==> config.mk <==
export PLATFORM = sky130hd
export DESIGN_NAME = pfs_seq
export DESIGN_NICKNAME = d
export VERILOG_FILES = /design/src/verilog/pfs_pkg.sv /design/src/verilog/pfs_seq.sv /design/src/verilog/pfs_timer.sv
export SDC_FILE = /design/constraint.sdc
export NUM_CORES = 1
export LEC_CHECK = 0
export ABC_AREA = 1
export BUFFER_PORTS_ARGS = -buffer_cell sky130_fd_sc_hd__buf_2
export CAP_MARGIN = 0
export CORE_MARGIN = 4
export CORE_UTILIZATION = 40
export CTS_BUF_LIST = sky130_fd_sc_hd__clkbuf_8
export CTS_CLUSTER_SIZE = 8
export DETAILED_ROUTE_END_ITERATION = 12
export HOLD_SLACK_MARGIN = 0.05
export REMOVE_ABC_BUFFERS = 1
export SETUP_SLACK_MARGIN = 0.3
export SYNTH_ARGS = -nofsm -noshare
export SYNTH_HDL_FRONTEND = slang
export SYNTH_SLANG_ARGS = --single-unit
==> constraint.sdc <==
create_clock -name core_clk -period 19.8 [get_ports core_clk]
set_input_delay 5.94 -clock core_clk [delete_from_list [all_inputs] [get_ports core_clk]]
set_output_delay 5.94 -clock core_clk [all_outputs]
set_load 0.02 [all_outputs]
==> src/verilog/pfs_pkg.sv <==
// Shared constants for the power sequencer
package pfs_pkg;
   // =====================================================================
   // Clock and tick
   // =====================================================================
   localparam int CLK_MHZ = 100;
   localparam int TICK_US = 10;
   localparam int TICK_CYC = TICK_US * CLK_MHZ;
   // =====================================================================
   // Times in their own units, and derived tick counts
   // =====================================================================
   localparam int OV_OFF_US = 50;
   localparam int OV_OFF_CYC = OV_OFF_US * CLK_MHZ;
   localparam int OV_BLANK_MS = 90;
   localparam int UV_DELAY_MS = 30;
   localparam int OC_DEGLITCH_MS = 30;
   localparam int SC_RESTART_MS = 800;
   localparam int SLEEP_S = 3;
   localparam int OV_BLANK_TK = OV_BLANK_MS * 1000 / TICK_US;
   localparam int UV_DELAY_TK = UV_DELAY_MS * 1000 / TICK_US;
   localparam int OC_DEGLITCH_TK = OC_DEGLITCH_MS * 1000 / TICK_US;
   localparam int SC_RESTART_TK = SC_RESTART_MS * 1000 / TICK_US;
   localparam int SLEEP_TK = SLEEP_S * 1000000 / TICK_US;
   localparam int TKW = 20;
   // =====================================================================
   // Thresholds, temperature, compensation
   // =====================================================================
   localparam int OV_PCT = 120;
   localparam int UV_PCT = 76;
   localparam int OT_SET_C = 140;
   localparam int OT_HYS_C = 25;
   localparam int OT_CLR_C = OT_SET_C - OT_HYS_C;
   localparam int MV_W = 16;
   localparam int TEMP_W = 9;
   localparam int COMP_W = 3;
   localparam logic [MV_W-1:0] SAFE_MV = 16'h1388;
   localparam logic [COMP_W-1:0] COMP_RST = 3'h0;
   localparam logic GATE_ON = 1'b1;
   localparam logic GATE_OFF = 1'b0;
endpackage

==> src/verilog/pfs_seq.sv <==
// Fault supervision and VBUS power-path sequencing
`timescale 1ns/1ps
// Overview of operation
// - Overvoltage trip opens gate within 50 us.
// - Discharge on overvoltage until target reached.
// - Blank overvoltage 90 ms on downward steps.
// - Undervoltage opens gate after 30 ms.
// - Overcurrent qualified after 30 ms deglitch.
// - Overcurrent shuts path, requests Hard Reset.
// - Short circuit retries every 0.8 s.
// - Overtemp sets at 140, clears 25 lower.
// - Sleep 3 s after cable detach.
// - CC mode undervoltage: off, start recovery.
// - Supply lockout resets whole device.
// - Cable compensation setting is 0 to 7.
// - Attach order: 5 V, VCONN, then advertise.
// - Init after analog ready; then negotiate.
// - Gate high connects, low disconnects VBUS.
module pfs_seq
   import pfs_pkg::*;
#(
   parameter int OV_BLANK = OV_BLANK_TK,
   parameter int UV_DELAY = UV_DELAY_TK,
   parameter int OC_DEGLITCH = OC_DEGLITCH_TK,
   parameter int SC_RESTART = SC_RESTART_TK,
   parameter int SLEEP_DLY = SLEEP_TK,
   parameter int TICK = TICK_CYC
) (
   input wire logic core_clk,
   input wire logic rst_b,
   input wire logic analog_ready,
   input wire logic init_done,
   input wire logic supply_lockout,
   input wire logic cc1_attached,
   input wire logic cc2_attached,
   input wire logic [MV_W-1:0] req_mv,
   input wire logic req_valid,
   input wire logic ov_cmp,
   input wire logic undervoltage_guard,
   input wire logic overcurrent_guard,
   input wire logic short_cmp,
   input wire logic at_target,
   input wire logic cc_mode,
   input wire logic [TEMP_W-1:0] temp_c,
   input wire logic [COMP_W-1:0] comp_set,
   input wire logic vconn_checked,
   output logic vbus_switch_gate,
   output logic discharge_en,
   output logic vconn_en,
   output logic advertise_en,
   output logic negotiate_en,
   output logic init_start,
   output logic hard_reset_req,
   output logic overtemp_flag,
   output logic sleep_mode,
   output logic device_reset,
   output logic regulation_drive_output,
   output logic [MV_W-1:0] ov_thresh_mv,
   output logic [MV_W-1:0] uv_thresh_mv,
   output logic [COMP_W-1:0] cable_drop_compensation
);
   // ==================================================================
   // State
   // ==================================================================
   typedef enum {
      ST_POR, ST_INIT, ST_IDLE, ST_VBUS5, ST_VCONN, ST_RUN, ST_FAULT,
      ST_RETRY, ST_SLEEP
   } pfs_st_t;
   typedef struct packed {
      pfs_st_t st;
      logic [TKW-1:0] tick_cnt;
      logic tick;
      logic [2:0] ov_sy;
      logic [2:0] sc_sy;
      logic [MV_W-1:0] cur_mv;
      logic gate;
      logic dis;
      logic vconn;
      logic adv;
      logic neg;
      logic init;
      logic hrst;
      logic ot;
      logic slp;
      logic drst;
      logic reg_drv;
      logic blank;
      logic [MV_W-1:0] ovt;
      logic [MV_W-1:0] uvt;
      logic [COMP_W-1:0] comp;
   } pfs_seq_t;
   pfs_seq_t s_r;
   pfs_seq_t s_nxt;
   logic uv_done;
   logic oc_done;
   logic sc_done;
   logic slp_done;
   logic blank_done;
   logic attached;
   logic ov_sync;
   logic sc_sync;
   logic ov_trip;
   assign attached = cc1_attached | cc2_attached;
   // Only the agreeing second and third stages are looked at
   assign ov_sync = s_r.ov_sy[1] & s_r.ov_sy[2];
   assign sc_sync = s_r.sc_sy[1] & s_r.sc_sy[2];
   assign ov_trip = ov_sync & ~s_r.blank;
   // ==================================================================
   // Qualify timers
   // ==================================================================
   pfs_timer #(.LIMIT(UV_DELAY)) u_uv (.core_clk(core_clk),
      .rst_b(rst_b), .tick(s_r.tick),
      .cond(undervoltage_guard && s_r.st == ST_RUN && !cc_mode),
      .done(uv_done));
   pfs_timer #(.LIMIT(OC_DEGLITCH)) u_oc (.core_clk(core_clk),
      .rst_b(rst_b), .tick(s_r.tick),
      .cond(overcurrent_guard && s_r.st == ST_RUN),
      .done(oc_done));
   pfs_timer #(.LIMIT(SC_RESTART)) u_sc (.core_clk(core_clk),
      .rst_b(rst_b), .tick(s_r.tick), .cond(s_r.st == ST_RETRY),
      .done(sc_done));
   pfs_timer #(.LIMIT(SLEEP_DLY)) u_slp (.core_clk(core_clk),
      .rst_b(rst_b), .tick(s_r.tick),
      .cond(!attached && s_r.st == ST_IDLE),
      .done(slp_done));
   pfs_timer #(.LIMIT(OV_BLANK)) u_blk (.core_clk(core_clk),
      .rst_b(rst_b), .tick(s_r.tick), .cond(s_r.blank),
      .done(blank_done));
   // ==================================================================
   // Next state
   // ==================================================================
   always_comb begin
      s_nxt = s_r;
      s_nxt.ov_sy = {s_r.ov_sy[1:0], ov_cmp};
      s_nxt.sc_sy = {s_r.sc_sy[1:0], short_cmp};
      s_nxt.tick = 1'b0;
      if (s_r.tick_cnt == TKW'(TICK - 1)) begin
         s_nxt.tick_cnt = '0;
         s_nxt.tick = 1'b1;
      end else begin
         s_nxt.tick_cnt = s_r.tick_cnt + 1'b1;
      end
      s_nxt.hrst = 1'b0;
      s_nxt.comp = comp_set;
      s_nxt.reg_drv = s_r.gate & cc_mode;
      // Thresholds scale from the profile actually in force
      s_nxt.ovt = MV_W'(32'(s_r.cur_mv) * OV_PCT / 100);
      s_nxt.uvt = MV_W'(32'(s_r.cur_mv) * UV_PCT / 100);
      // A new downward step wins over the end of the previous window
      if (blank_done) begin
         s_nxt.blank = 1'b0;
      end
      if (req_valid) begin
         s_nxt.cur_mv = req_mv;
         if (req_mv < s_r.cur_mv) begin
            s_nxt.blank = 1'b1;
         end
      end
      if (temp_c >= TEMP_W'(OT_SET_C)) begin
         s_nxt.ot = 1'b1;
      end else if (temp_c <= TEMP_W'(OT_CLR_C)) begin
         s_nxt.ot = 1'b0;
      end
      if (s_r.dis && at_target) begin
         s_nxt.dis = 1'b0;
      end
      case (s_r.st)
         ST_POR: begin
            if (analog_ready) begin
               s_nxt.st = ST_INIT;
               s_nxt.init = 1'b1;
            end
         end
         ST_INIT: begin
            if (init_done) begin
               s_nxt.st = ST_IDLE;
               s_nxt.init = 1'b0;
            end
         end
         ST_IDLE: begin
            if (slp_done) begin
               s_nxt.st = ST_SLEEP;
               s_nxt.slp = 1'b1;
            end else if (attached && !s_r.ot) begin
               s_nxt.st = ST_VBUS5;
               s_nxt.cur_mv = SAFE_MV;
               s_nxt.gate = GATE_ON;
            end
         end
         ST_VBUS5: begin
            s_nxt.st = ST_VCONN;
            s_nxt.vconn = 1'b1;
         end
         ST_VCONN: begin
            if (vconn_checked) begin
               s_nxt.st = ST_RUN;
               s_nxt.adv = 1'b1;
               s_nxt.neg = 1'b1;
            end
         end
         ST_RUN: begin
            if (ov_trip || oc_done || uv_done || s_r.ot || sc_sync ||
                (cc_mode && undervoltage_guard) || !attached) begin
               s_nxt.gate = GATE_OFF;
               s_nxt.adv = 1'b0;
               s_nxt.neg = 1'b0;
               s_nxt.vconn = 1'b0;
               s_nxt.st = sc_sync ? ST_RETRY : ST_FAULT;
               s_nxt.dis = ov_trip;
               s_nxt.hrst = oc_done;
            end
         end
         ST_FAULT: begin
            if (!s_r.dis && !s_r.ot) begin
               s_nxt.st = ST_IDLE;
            end
         end
         ST_RETRY: begin
            if (sc_done) begin
               s_nxt.st = ST_IDLE;
            end
         end
         ST_SLEEP: begin
            if (attached) begin
               s_nxt.st = ST_IDLE;
               s_nxt.slp = 1'b0;
            end
         end
         default: begin
            s_nxt.st = ST_POR;
         end
      endcase
      s_nxt.drst = supply_lockout;
   end
   always_ff @(posedge core_clk) begin
      if (!rst_b || s_r.drst) begin
         s_r <= '0;
         s_r.st <= ST_POR;
         s_r.cur_mv <= SAFE_MV;
         s_r.comp <= COMP_RST;
         s_r.drst <= 1'b0;
      end else begin
         s_r <= s_nxt;
      end
   end
   // ==================================================================
   // Outputs
   // ==================================================================
   assign vbus_switch_gate = s_r.gate;
   assign discharge_en = s_r.dis;
   assign vconn_en = s_r.vconn;
   assign advertise_en = s_r.adv;
   assign negotiate_en = s_r.neg;
   assign init_start = s_r.init;
   assign hard_reset_req = s_r.hrst;
   assign overtemp_flag = s_r.ot;
   assign sleep_mode = s_r.slp;
   assign device_reset = s_r.drst;
   assign regulation_drive_output = s_r.reg_drv;
   assign ov_thresh_mv = s_r.ovt;
   assign uv_thresh_mv = s_r.uvt;
   assign cable_drop_compensation = s_r.comp;
   // ==================================================================
   // Checks
   // ==================================================================
   ov_gate_off_a: assert property (@(posedge core_clk) disable iff
      (!rst_b) ov_trip && s_r.st == ST_RUN |=> !vbus_switch_gate)
      else $error("gate stayed on after overvoltage");
   ov_discharge_a: assert property (@(posedge core_clk) disable iff
      (!rst_b) ov_trip && s_r.st == ST_RUN |=> discharge_en)
      else $error("no discharge after overvoltage");
   dis_stop_a: assert property (@(posedge core_clk) disable iff
      (!rst_b) discharge_en && at_target |=> !discharge_en)
      else $error("discharge kept past target");
   oc_hard_reset_a: assert property (@(posedge core_clk) disable iff
      (!rst_b) oc_done && s_r.st == ST_RUN |=> hard_reset_req &&
      !vbus_switch_gate) else $error("overcurrent not handled");
   ot_hyst_a: assert property (@(posedge core_clk) disable iff
      (!rst_b) temp_c >= TEMP_W'(OT_SET_C) |=> overtemp_flag)
      else $error("overtemp flag missed");
   cc_uv_off_a: assert property (@(posedge core_clk) disable iff
      (!rst_b) s_r.st == ST_RUN && cc_mode && undervoltage_guard
      |=> !vbus_switch_gate) else $error("cc undervolt kept on");
   lockout_reset_a: assert property (@(posedge core_clk) disable iff
      (!rst_b) supply_lockout |=> ##1 s_r.st == ST_POR)
      else $error("lockout did not reset");
   attach_order_a: assert property (@(posedge core_clk) disable iff
      (!rst_b) $rose(advertise_en) |-> vconn_en && vbus_switch_gate)
      else $error("advertised before power up");
   neg_after_init_a: assert property (@(posedge core_clk) disable iff
      (!rst_b) s_r.st == ST_POR || s_r.st == ST_INIT |-> !negotiate_en)
      else $error("negotiation before init");
endmodule // pfs_seq

==> src/verilog/pfs_timer.sv <==
// Tick-driven qualify timer that restarts when its condition drops
`timescale 1ns/1ps
module pfs_timer
   import pfs_pkg::*;
#(
   parameter int LIMIT = 3000
) (
   input wire logic core_clk,
   input wire logic rst_b,
   input wire logic tick,
   input wire logic cond,
   output logic done
);
   typedef struct packed {
      logic [TKW-1:0] cnt;
      logic done;
   } pfs_tmr_t;
   pfs_tmr_t s_r;
   pfs_tmr_t s_nxt;
   always_comb begin
      s_nxt = s_r;
      if (!cond) begin
         s_nxt.cnt = '0;
         s_nxt.done = 1'b0;
      end else if (tick && !s_r.done) begin
         if (s_r.cnt == TKW'(LIMIT - 1)) begin
            s_nxt.done = 1'b1;
         end else begin
            s_nxt.cnt = s_r.cnt + 1'b1;
         end
      end
   end
   always_ff @(posedge core_clk) begin
      if (!rst_b) begin
         s_r <= '0;
      end else begin
         s_r <= s_nxt;
      end
   end
   assign done = s_r.done;
   restart_on_drop_a: assert property (@(posedge core_clk) disable iff
      (!rst_b) !cond |=> !done) else $error("timer held done");
endmodule // pfs_timer

; Word-level counts from Yosys, hierarchy flattened
; Index checks and enable logic that the tools add are counted.
[classes]
mul = 2
magnitude_cmp = 3
reduce_logical = 60
add_sub_neg = 6
bitwise_logic = 13
mux = 34
n_eq_ne = 28
div = 2
[op_table]
columns = operator, n
row1 = $mux W32, 9
row2 = $pmux W32 S9, 1
row3 = $eq A32 B3 Y1 const B, 5
row4 = $add A20 B1 Y20 const B, 6
row5 = $eq A32 B4 Y1 const B, 3
row6 = $div A23 B7 Y32 const B, 2
row7 = $eq A32 B2 Y1 const B, 2
row8 = $eq A20 B12 Y1 const B, 2
row9 = $mux W17, 2
row10 = $eq A32 B1 Y1 const B, 1
row11 = $logic_not A32 Y1, 1
row12 = $mux W16, 2
row13 = $reduce_and A2 Y1, 16
row14 = $mul A16 B5 Y21 const B, 1
row15 = $eq A20 B10 Y1 const B, 1
row16 = $eq A20 B14 Y1 const B, 1
row17 = $eq A20 B17 Y1 const B, 1
row18 = $eq A20 B19 Y1 const B, 1
row19 = $mul A16 B4 Y20 const B, 1
row20 = $lt A16 B16 Y1, 1
row21 = $ne A2 B2 Y1 const B, 8
row22 = $logic_and A1 B1 Y1, 13
row23 = $mux W1, 13
row24 = $reduce_bool A2 Y1, 6
row25 = other kinds (18), 49
[totals]
wordCells = 179
reg_bits = 227
input_bits = 43
out_inout_bits = 46

; Longest topological paths before layout
; Gate-level depths: netlist (run 1).
[logic_depth]
depth_word = 10
depth_mapped = 108

; Modules after synthesis
; A second synthesis (run 1) with hierarchy kept.
[hier_totals]
hier_cells = 3035
hier_area_um2 = 19349.8
[modules_own_cells]
columns = mod, seq_area_each_um2, n_inst, cells_each, area_per_inst_um2
row1 = pfs_seq, 1861.8, 1, 1991, 12695.9
row2 = pfs_timer at u_slp, 420.4, 1, 214, 1400.1
row3 = pfs_timer at u_oc, 420.4, 1, 217, 1358.8
row4 = pfs_timer at u_uv, 420.4, 1, 211, 1357.6
row5 = pfs_timer at u_blk, 420.4, 1, 202, 1298.7
row6 = pfs_timer at u_sc, 420.4, 1, 200, 1238.7

; Least setup slack after synthesis (run 1)
; Ideal clock, no wire load.
[synth_path]
path_type = register -> register
start = reg s_r[61] (netlist name)
end = reg s_r (netlist bit ov_thresh_mv[0])
slack_ns = 10.170
stages_incl_launch_ff = 87
synth_period_minus_slack_ns = 9.630
t_arrival_ns = 9.520
path_cell_list = dfxtp_1 inv_1 fa_1 fa_1 inv_1 ha_1 nand2_2 inv_1 nand2_1 nand2_1 a21oi_1 nand3_1 nand2_4 nand3_4 a21oi_2 inv_2 nand2_2 inv_2 [51 not listed] nand2_4 nand3_1 nand3_1 nand2_1 nand2_2 nand2_1 inv_1 ha_1 inv_1 nand4_1 nand2_2 nand3_4 nand2_1 nand2_1 nor2_1 nand3_1 nand2_1 inv_1
[synth_via]
elab_chain_len = 2
[synth_rtl]
columns = item, line
row1 = from (decl), pfs_seq.sv:92  ; pfs_seq_t s_r;
row2 = from (signal assigned), pfs_seq.sv:243  ; s_r <= s_nxt;
row3 = $mul A16 B4 Y20, pfs_seq.sv:147  ; s_nxt.ovt = MV_W'(32'(s_r.cur_mv) * OV_PCT / 100);
row4 = $div A23 B7 Y32, pfs_seq.sv:147
; Every way passes these cells.
; A chain may end at the register's enable or synchronous reset.

; Worst setup path after layout (run 1)
; Same ends and word-level chain as after synthesis.

==> impl_results.md, run 1 <==
* Worst-margin pin slew at 883 ps
* Leading area contributor after synthesis: dfxtp_1
* Die Span X at 220 µm
* Drt via density at 4.80
* Hold crit path type: flip-flop to flip-flop
* Slew Limit Fails at 0
* Post-synth EDFFs at 0
* Critical Path End Type: flip-flop
* Count leader, synth: nand2_1
* Synth Register Bits at 198
* IO Port Bufs at 86
* Detailed-route wire length at 38100 µm
* Die height at 220 µm
* # rows at 77
* Critical path required time at 20250 ps
* Critical path data arrival time at 11640 ps
* Final hold vios at 0
* Synth top area share at 0.220
* RSZ-0062 raised after global routing: no
* Mapped Avg Cell Area at 6.58 µm²
* Outcome: finished, final reports clean
* Skew final at 19.0 ps
* H-tree Lvls at 4
* WL/cell at 11.2 µm
* Largest net degree at the start of global routing at 53
* GRT met3 Usage at 0.0308
* Seq/Total Area, Yosys at 0.220
* Clock transition at path regs at 110 ps
* I/O pin count at 89
* Die area at 0.0485 mm²
* Hpwl dp at 30800 µm
* CTS Sinks at 198
* Worst-Skew Late Latency at 550 ps
* Post-route setup TNS at 0 ps
* Post_cts resized at 0
* Critical Path Source Type: flip-flop
* F_max at 89.4 MHz
* Cts bufs inserted at 17
* Initial antenna violation count at 1
* Largest cells by area after synthesis: dfxtp_1, nand2_1, inv_1
* Synth top cells by count: nand2_1, inv_1, nor2_1
* CTS Buffer Depth at 2
* Post-CTS Hold Fix Bufs at 0
* Met2 usage at 0.280
* Crit-path slowest cell: dfxtp_1
* DRT Pass-1 Iters at 6
* Main synth FF type: dfxtp_1
* Final setup viols at 0
* Vias in the first global route at 15.3k
* Async SR Flop Fraction at 0
* Layout cells sized above 1 at 0.170
* DR iter-0 viols at 763
* Count of cell types in the netlist at 62
* Setup Fix Bufs, Post-CTS at 0
* Starting Density at 0.406
* Syn Inst Count at 2739
* All-layer global routing usage at 0.163
* MaxCap Viol Count at 0
* Via count at 16.3k
* CP most frequent cell: nand2_4
* CTS tree: done
* Clock root buffer: clkbuf_8
* RD Place Congestion at 0.888
* Antenna Nets Post-Route at 0
* Final min period at 11180 ps
* Max transition margin at 0.411
* Tcrit/Tclk final at 0.565
* Core box area at 0.0444 mm²
* GRT Max-Usage Layer: met2
* CP peak stage delay at 530 ps
* Global-route wire length before repair at 67400 µm
* Setup CP Type: flip-flop to flip-flop
* Synthesized area at 0.0180 mm²
* M1 GR Usage at 0.209
* Layout Nets at 2959
* DRC viols at 0
* CP max FO at 8
* Area growth from synthesis to layout at 6.71%
* YS warnings at 0
* Grt ovf at 0
-- sequential cells by signal, summed over array words and instances (netlist names), 3 cells and up --
register                 flops
s_nxt                        4
s_r                         44
u_slp.s_r                   20
u_sc.s_r                    20
ov_thresh_mv                16
u_uv.s_r                    20
cable_drop_compensation      3
u_oc.s_r                    20
u_blk.s_r                   20
uv_thresh_mv                16
-- per-stage QoR --
step | hold WS [ps] | setup WS (ps) | cell area [µm²] | utilization | std cells
finish | 425 | 8620 | 19200 | 0.433 | 3397
global placement | 403 | 8800 | 18900 | 0.425 | 3364
detailed placement | 410 | 8590 | 18900 | 0.425 | 3364
CTS | 428 | 8540 | 19200 | 0.433 | 3396
global route | 439 | 7310 | 19200 | 0.433 | 3396
floorplan | 394 | 10170 | 17700 | - | 2685
-- area by class of cell --
cell class | instances | area, µm²
fill | 4597 | 25200
multi-input combinational | 1972 | 11800
sequential | 198 | 3960
inverter | 515 | 1970
tap | 592 | 741
timing repair buffer | 87 | 438
clock buffer | 17 | 234
clock inverter | 15 | 144
antenna | 1 | 2.50
-- worst max-delay path, delay by kind of cell, from the launching register on --
kind	cells	cell delay (ps)
AOI/OAI and AO/OA	2	380
buffers and inverters	8	680
and+or+nand+nor	75	7880
adders and majority gates	4	1610
DFF	1	530
-- cells by family after synthesis --
kind of cell    Yosys count  synth area share
buf+inv                 569             0.129
compound gates          337             0.106
flops                   198             0.220
fa+ha+maj               125             0.104
xor+xnor                 40            0.0194
simple gates           1470             0.423
-- layer usage --
metal	wire [µm]	share of wire
met1	18600	0.49
met2	17800	0.47
met3	1060	0.028
met4	656	0.017
met5	7	0.00018
-- cell usage in the layout, fill, tap and decap left out, types with 21 or more instances in the layout --
master   count
inv_2       37
nand2_2    146
nand2_4     67
inv_1      463
o21ai_0     99
dfxtp_1    198
nand4_1     60
nor4_1      22
buf_2       86
nor2_1     222
nand2_1    569
fa_1        41
a21oi_1    148
nor2_4      21
nand3_1    211
xor2_1      29
nor3_1      62
ha_1        84
-- path summary, 6_finish.rpt --
| check | start | depth (start not counted) | slack [ps] | to |
|---|---|---|---|---|
| max | s_r[61] | 89 | 8620 | ov_thresh_mv[0] |
| min | s_nxt[64] | 2 | 420 | s_nxt[65] |
| max reg2reg | s_r[61] | 89 | 8620 | ov_thresh_mv[0] |
| min reg2reg | s_nxt[64] | 2 | 420 | s_nxt[65] |
Power of run 1 is left out: the tool's default activity adds up to more than one toggle a clock period on the data nets, which glitch-free logic cannot reach.
==> inputs of run 2 (changes only) <==
--- a/config.mk
+++ b/config.mk
@@ -5,7 +5,7 @@
 export SDC_FILE = /design/constraint.sdc
 export NUM_CORES = 1
 export LEC_CHECK = 0
-export ABC_AREA = 1
+export ABC_AREA = 0
 export BUFFER_PORTS_ARGS = -buffer_cell sky130_fd_sc_hd__buf_2
 export CAP_MARGIN = 0
 export CORE_MARGIN = 4
==> constraint.sdc (replaced) <==
create_clock -name core_clk -period 11.19 [get_ports core_clk]
set_input_delay 3.357 -clock core_clk [delete_from_list [all_inputs] [get_ports core_clk]]
set_output_delay 3.357 -clock core_clk [all_outputs]
set_load 0.02 [all_outputs]
==> run 2 against run 1 <==
- the run now ends with negative setup slack left
- area after synthesis up 7.3%
- synthesized cell count shrank 8.5%
- sequential share of layout area down 6.4 points
- cell count is 13% higher
==> impl_results.md, run 2 <==
* Leading area contributor after synthesis: dfxtp_1
* RD Place Congestion at 0.904
* Antenna Nets Post-Route at 0
* Die area at 0.0520 mm²
* Largest cells by area after synthesis: dfxtp_1, nor2_1, ha_1
* Worst hold path startpoint: s_nxt[67]
* Detailed-route wire length at 59700 µm
* Via count at 21.4k
* Outcome: finished, violations left
* Final setup viols at 7
* Post-Place Setup Slack at -2250 ps
* Synth top area share at 0.205
* Count of cell types in the netlist at 137
* Clock transition at path regs at 130 ps
* IO Port Bufs at 86
* Critical Path Source Type: flip-flop
* Post-synth EDFFs at 0
* Post-CTS Hold Fix Bufs at 0
* Drt via density at 5.58
* Seq/Total Area, Yosys at 0.205
* Crit-path slowest cell: fa_1
* Critical R2R Launch: s_r[47]
* Synth Register Bits at 198
* H-tree Lvls at 4
* DRT Pass-1 Iters at 5
* Starting Density at 0.405
* Final Util at 0.588
* Commonest non-fill, non-tap cells in the layout: buf_4, nor2_1, nand2_1
* Setup CP Type: flip-flop to flip-flop
* CTS tree: done
* Critical path data arrival time at 13250 ps
* Final min period at 12810 ps
* CP peak stage delay at 570 ps
* CTS Buffer Depth at 2
* Die Span X at 228 µm
* Tcrit/Tclk final at 1.14
* Synth top cells by count: nor2_1, nand2_1, dfxtp_1
* Layout cells sized above 1 at 0.393
* Fill cells at 4146
* Global-route wire length before repair at 98300 µm
* All-layer global routing usage at 0.217
* Post-synthesis mux area share at 0.0215
* DP Area at 0.0242 mm²
* Grt ovf at 0
* DRC viols at 0
* I/O pin count at 89
* Area growth from synthesis to layout at 45.1%
* Synthesized area at 0.0194 mm²
* Largest net degree at the start of global routing at 42
* Cts bufs inserted at 17
* Clock root buffer: clkbuf_8
* Post-route setup slack at -1620 ps
* DR iter-0 viols at 1152
* Mapped Avg Cell Area at 7.73 µm²
* Critical path required time at 11630 ps
* Die height at 228 µm
* WL/cell at 15.6 µm
* Largest register FFs at 44
* Adder-cell area share of the yosys netlist at 0.104
* Initial antenna violation count at 2
* Post-synthesis simple-gate area fraction at 0.256
* Layout Nets at 3363
* Largest family of logic cells by synthesized area: compound AO/OA/AOI/OAI gates
* YS warnings at 0
* Synth Area in Compound Gates at 0.264
* Final hold vios at 0
* CP most frequent cell: buf_4
* # rows at 80
* Async SR Flop Fraction at 0
* Main synth FF type: dfxtp_1
* Worst-margin pin slew at 1190 ps
* Hold crit path type: flip-flop to flip-flop
* MaxCap Viol Count at 0
* CP max FO at 6
* Final hold slack at 445 ps
* Slew Limit Fails at 0
* Count leader, synth: nor2_1
* Post-layout instance area at 0.0281 mm²
* RSZ-0062 raised after global routing: yes
* Max transition margin at 0.200
* Hpwl dp at 43000 µm
* Worst-Skew Late Latency at 570 ps
* Biggest register: s_r
* Vias in the first global route at 20.9k
* Critical Path End Type: flip-flop
* Most common cell after layout, fill and taps aside: buf_4
* F_max at 78.1 MHz
* Xor/xnor share of the synthesized area at 0.0873
* CTS Sinks at 198
* Syn Inst Count at 2505
* Failing checks: negative setup slack
* Worst Setup SP: s_r[47]
* Skew final at 25.6 ps
* Core box area at 0.0477 mm²
==> run 2: kinds of logic (layout without fill, tap and decap cells) <==
| kind of cell | count (synthesis) | count (layout) |
|---|---|---|
| and+or+nand+nor | 986 | 986 |
| AOI/OAI and AO/OA | 698 | 699 |
| buffers and inverters | 260 | 962 |
| DFF | 198 | 198 |
| muxes | 41 | 41 |
| other | 0 | 2 |
| xor gates and xnor gates | 184 | 184 |
| adders and majority gates | 138 | 138 |
==> run 2: routing by layer <==
layer,vias up,global-route usage,part of all wire
met1,10315,0.276,0.45
met3,89,0.0324,0.037
met2,464,0.385,0.50
met4,2,0.0586,0.018
li1,10488,-,-
met5,-,0,0.00020
==> run 2: worst paths after layout <==
kind | to | slack, ps | cells after the start
hold / removal | s_nxt[68] | 440 | 1
setup reg to reg | ov_thresh_mv[0] | -1620 | 66
hold reg to reg | s_nxt[68] | 440 | 1
setup / recovery | ov_thresh_mv[0] | -1620 | 66
==> run 2: final cells by class <==
class                           instances  area (µm²)  share of cell area
Multi-Input combinational cell       2048       16400               0.584
Inverter                              126         475              0.0169
Clock buffer                           17         234             0.00833
Tap cell                              615         769              0.0274
Sequential cell                       198        3980               0.142
Antenna cell                            2        5.00            0.000178
Timing Repair Buffer                  804        6010               0.214
Clock inverter                         15         226             0.00806
==> run 2: worst max-delay path, delay by kind of cell (launching register included) <==
family,cells,cell delay [ps]
buffers and inverters,20,2900
DFF,1,360
xor gates and xnor gates,1,150
adders and majority gates,3,1330
and+or+nand+nor,15,2530
AOI/OAI and AO/OA,26,5060
muxes,1,310
==> run 2: through the flow <==
step,instances,setup TNS (ps)
6_report,3825,-6090
5_1_grt,3823,-9840
4_1_cts,3774,-4010
3_5_place_dp,3662,-9080
3_3_place_gp,3662,-7940
2_1_floorplan,2371,-5510
==> run 2: what timing repair did <==
item / 4_1_cts / 5_1_grt
setup endpoints to repair: 9 / 9
cloned: 1 / 0
gates resized for setup: 344 / 135
pin swaps: 194 / 133
endpoints found under the hold margin: 0 / 0
setup buffers: 79 / 49
Power of run 2 is left out for the same reason.
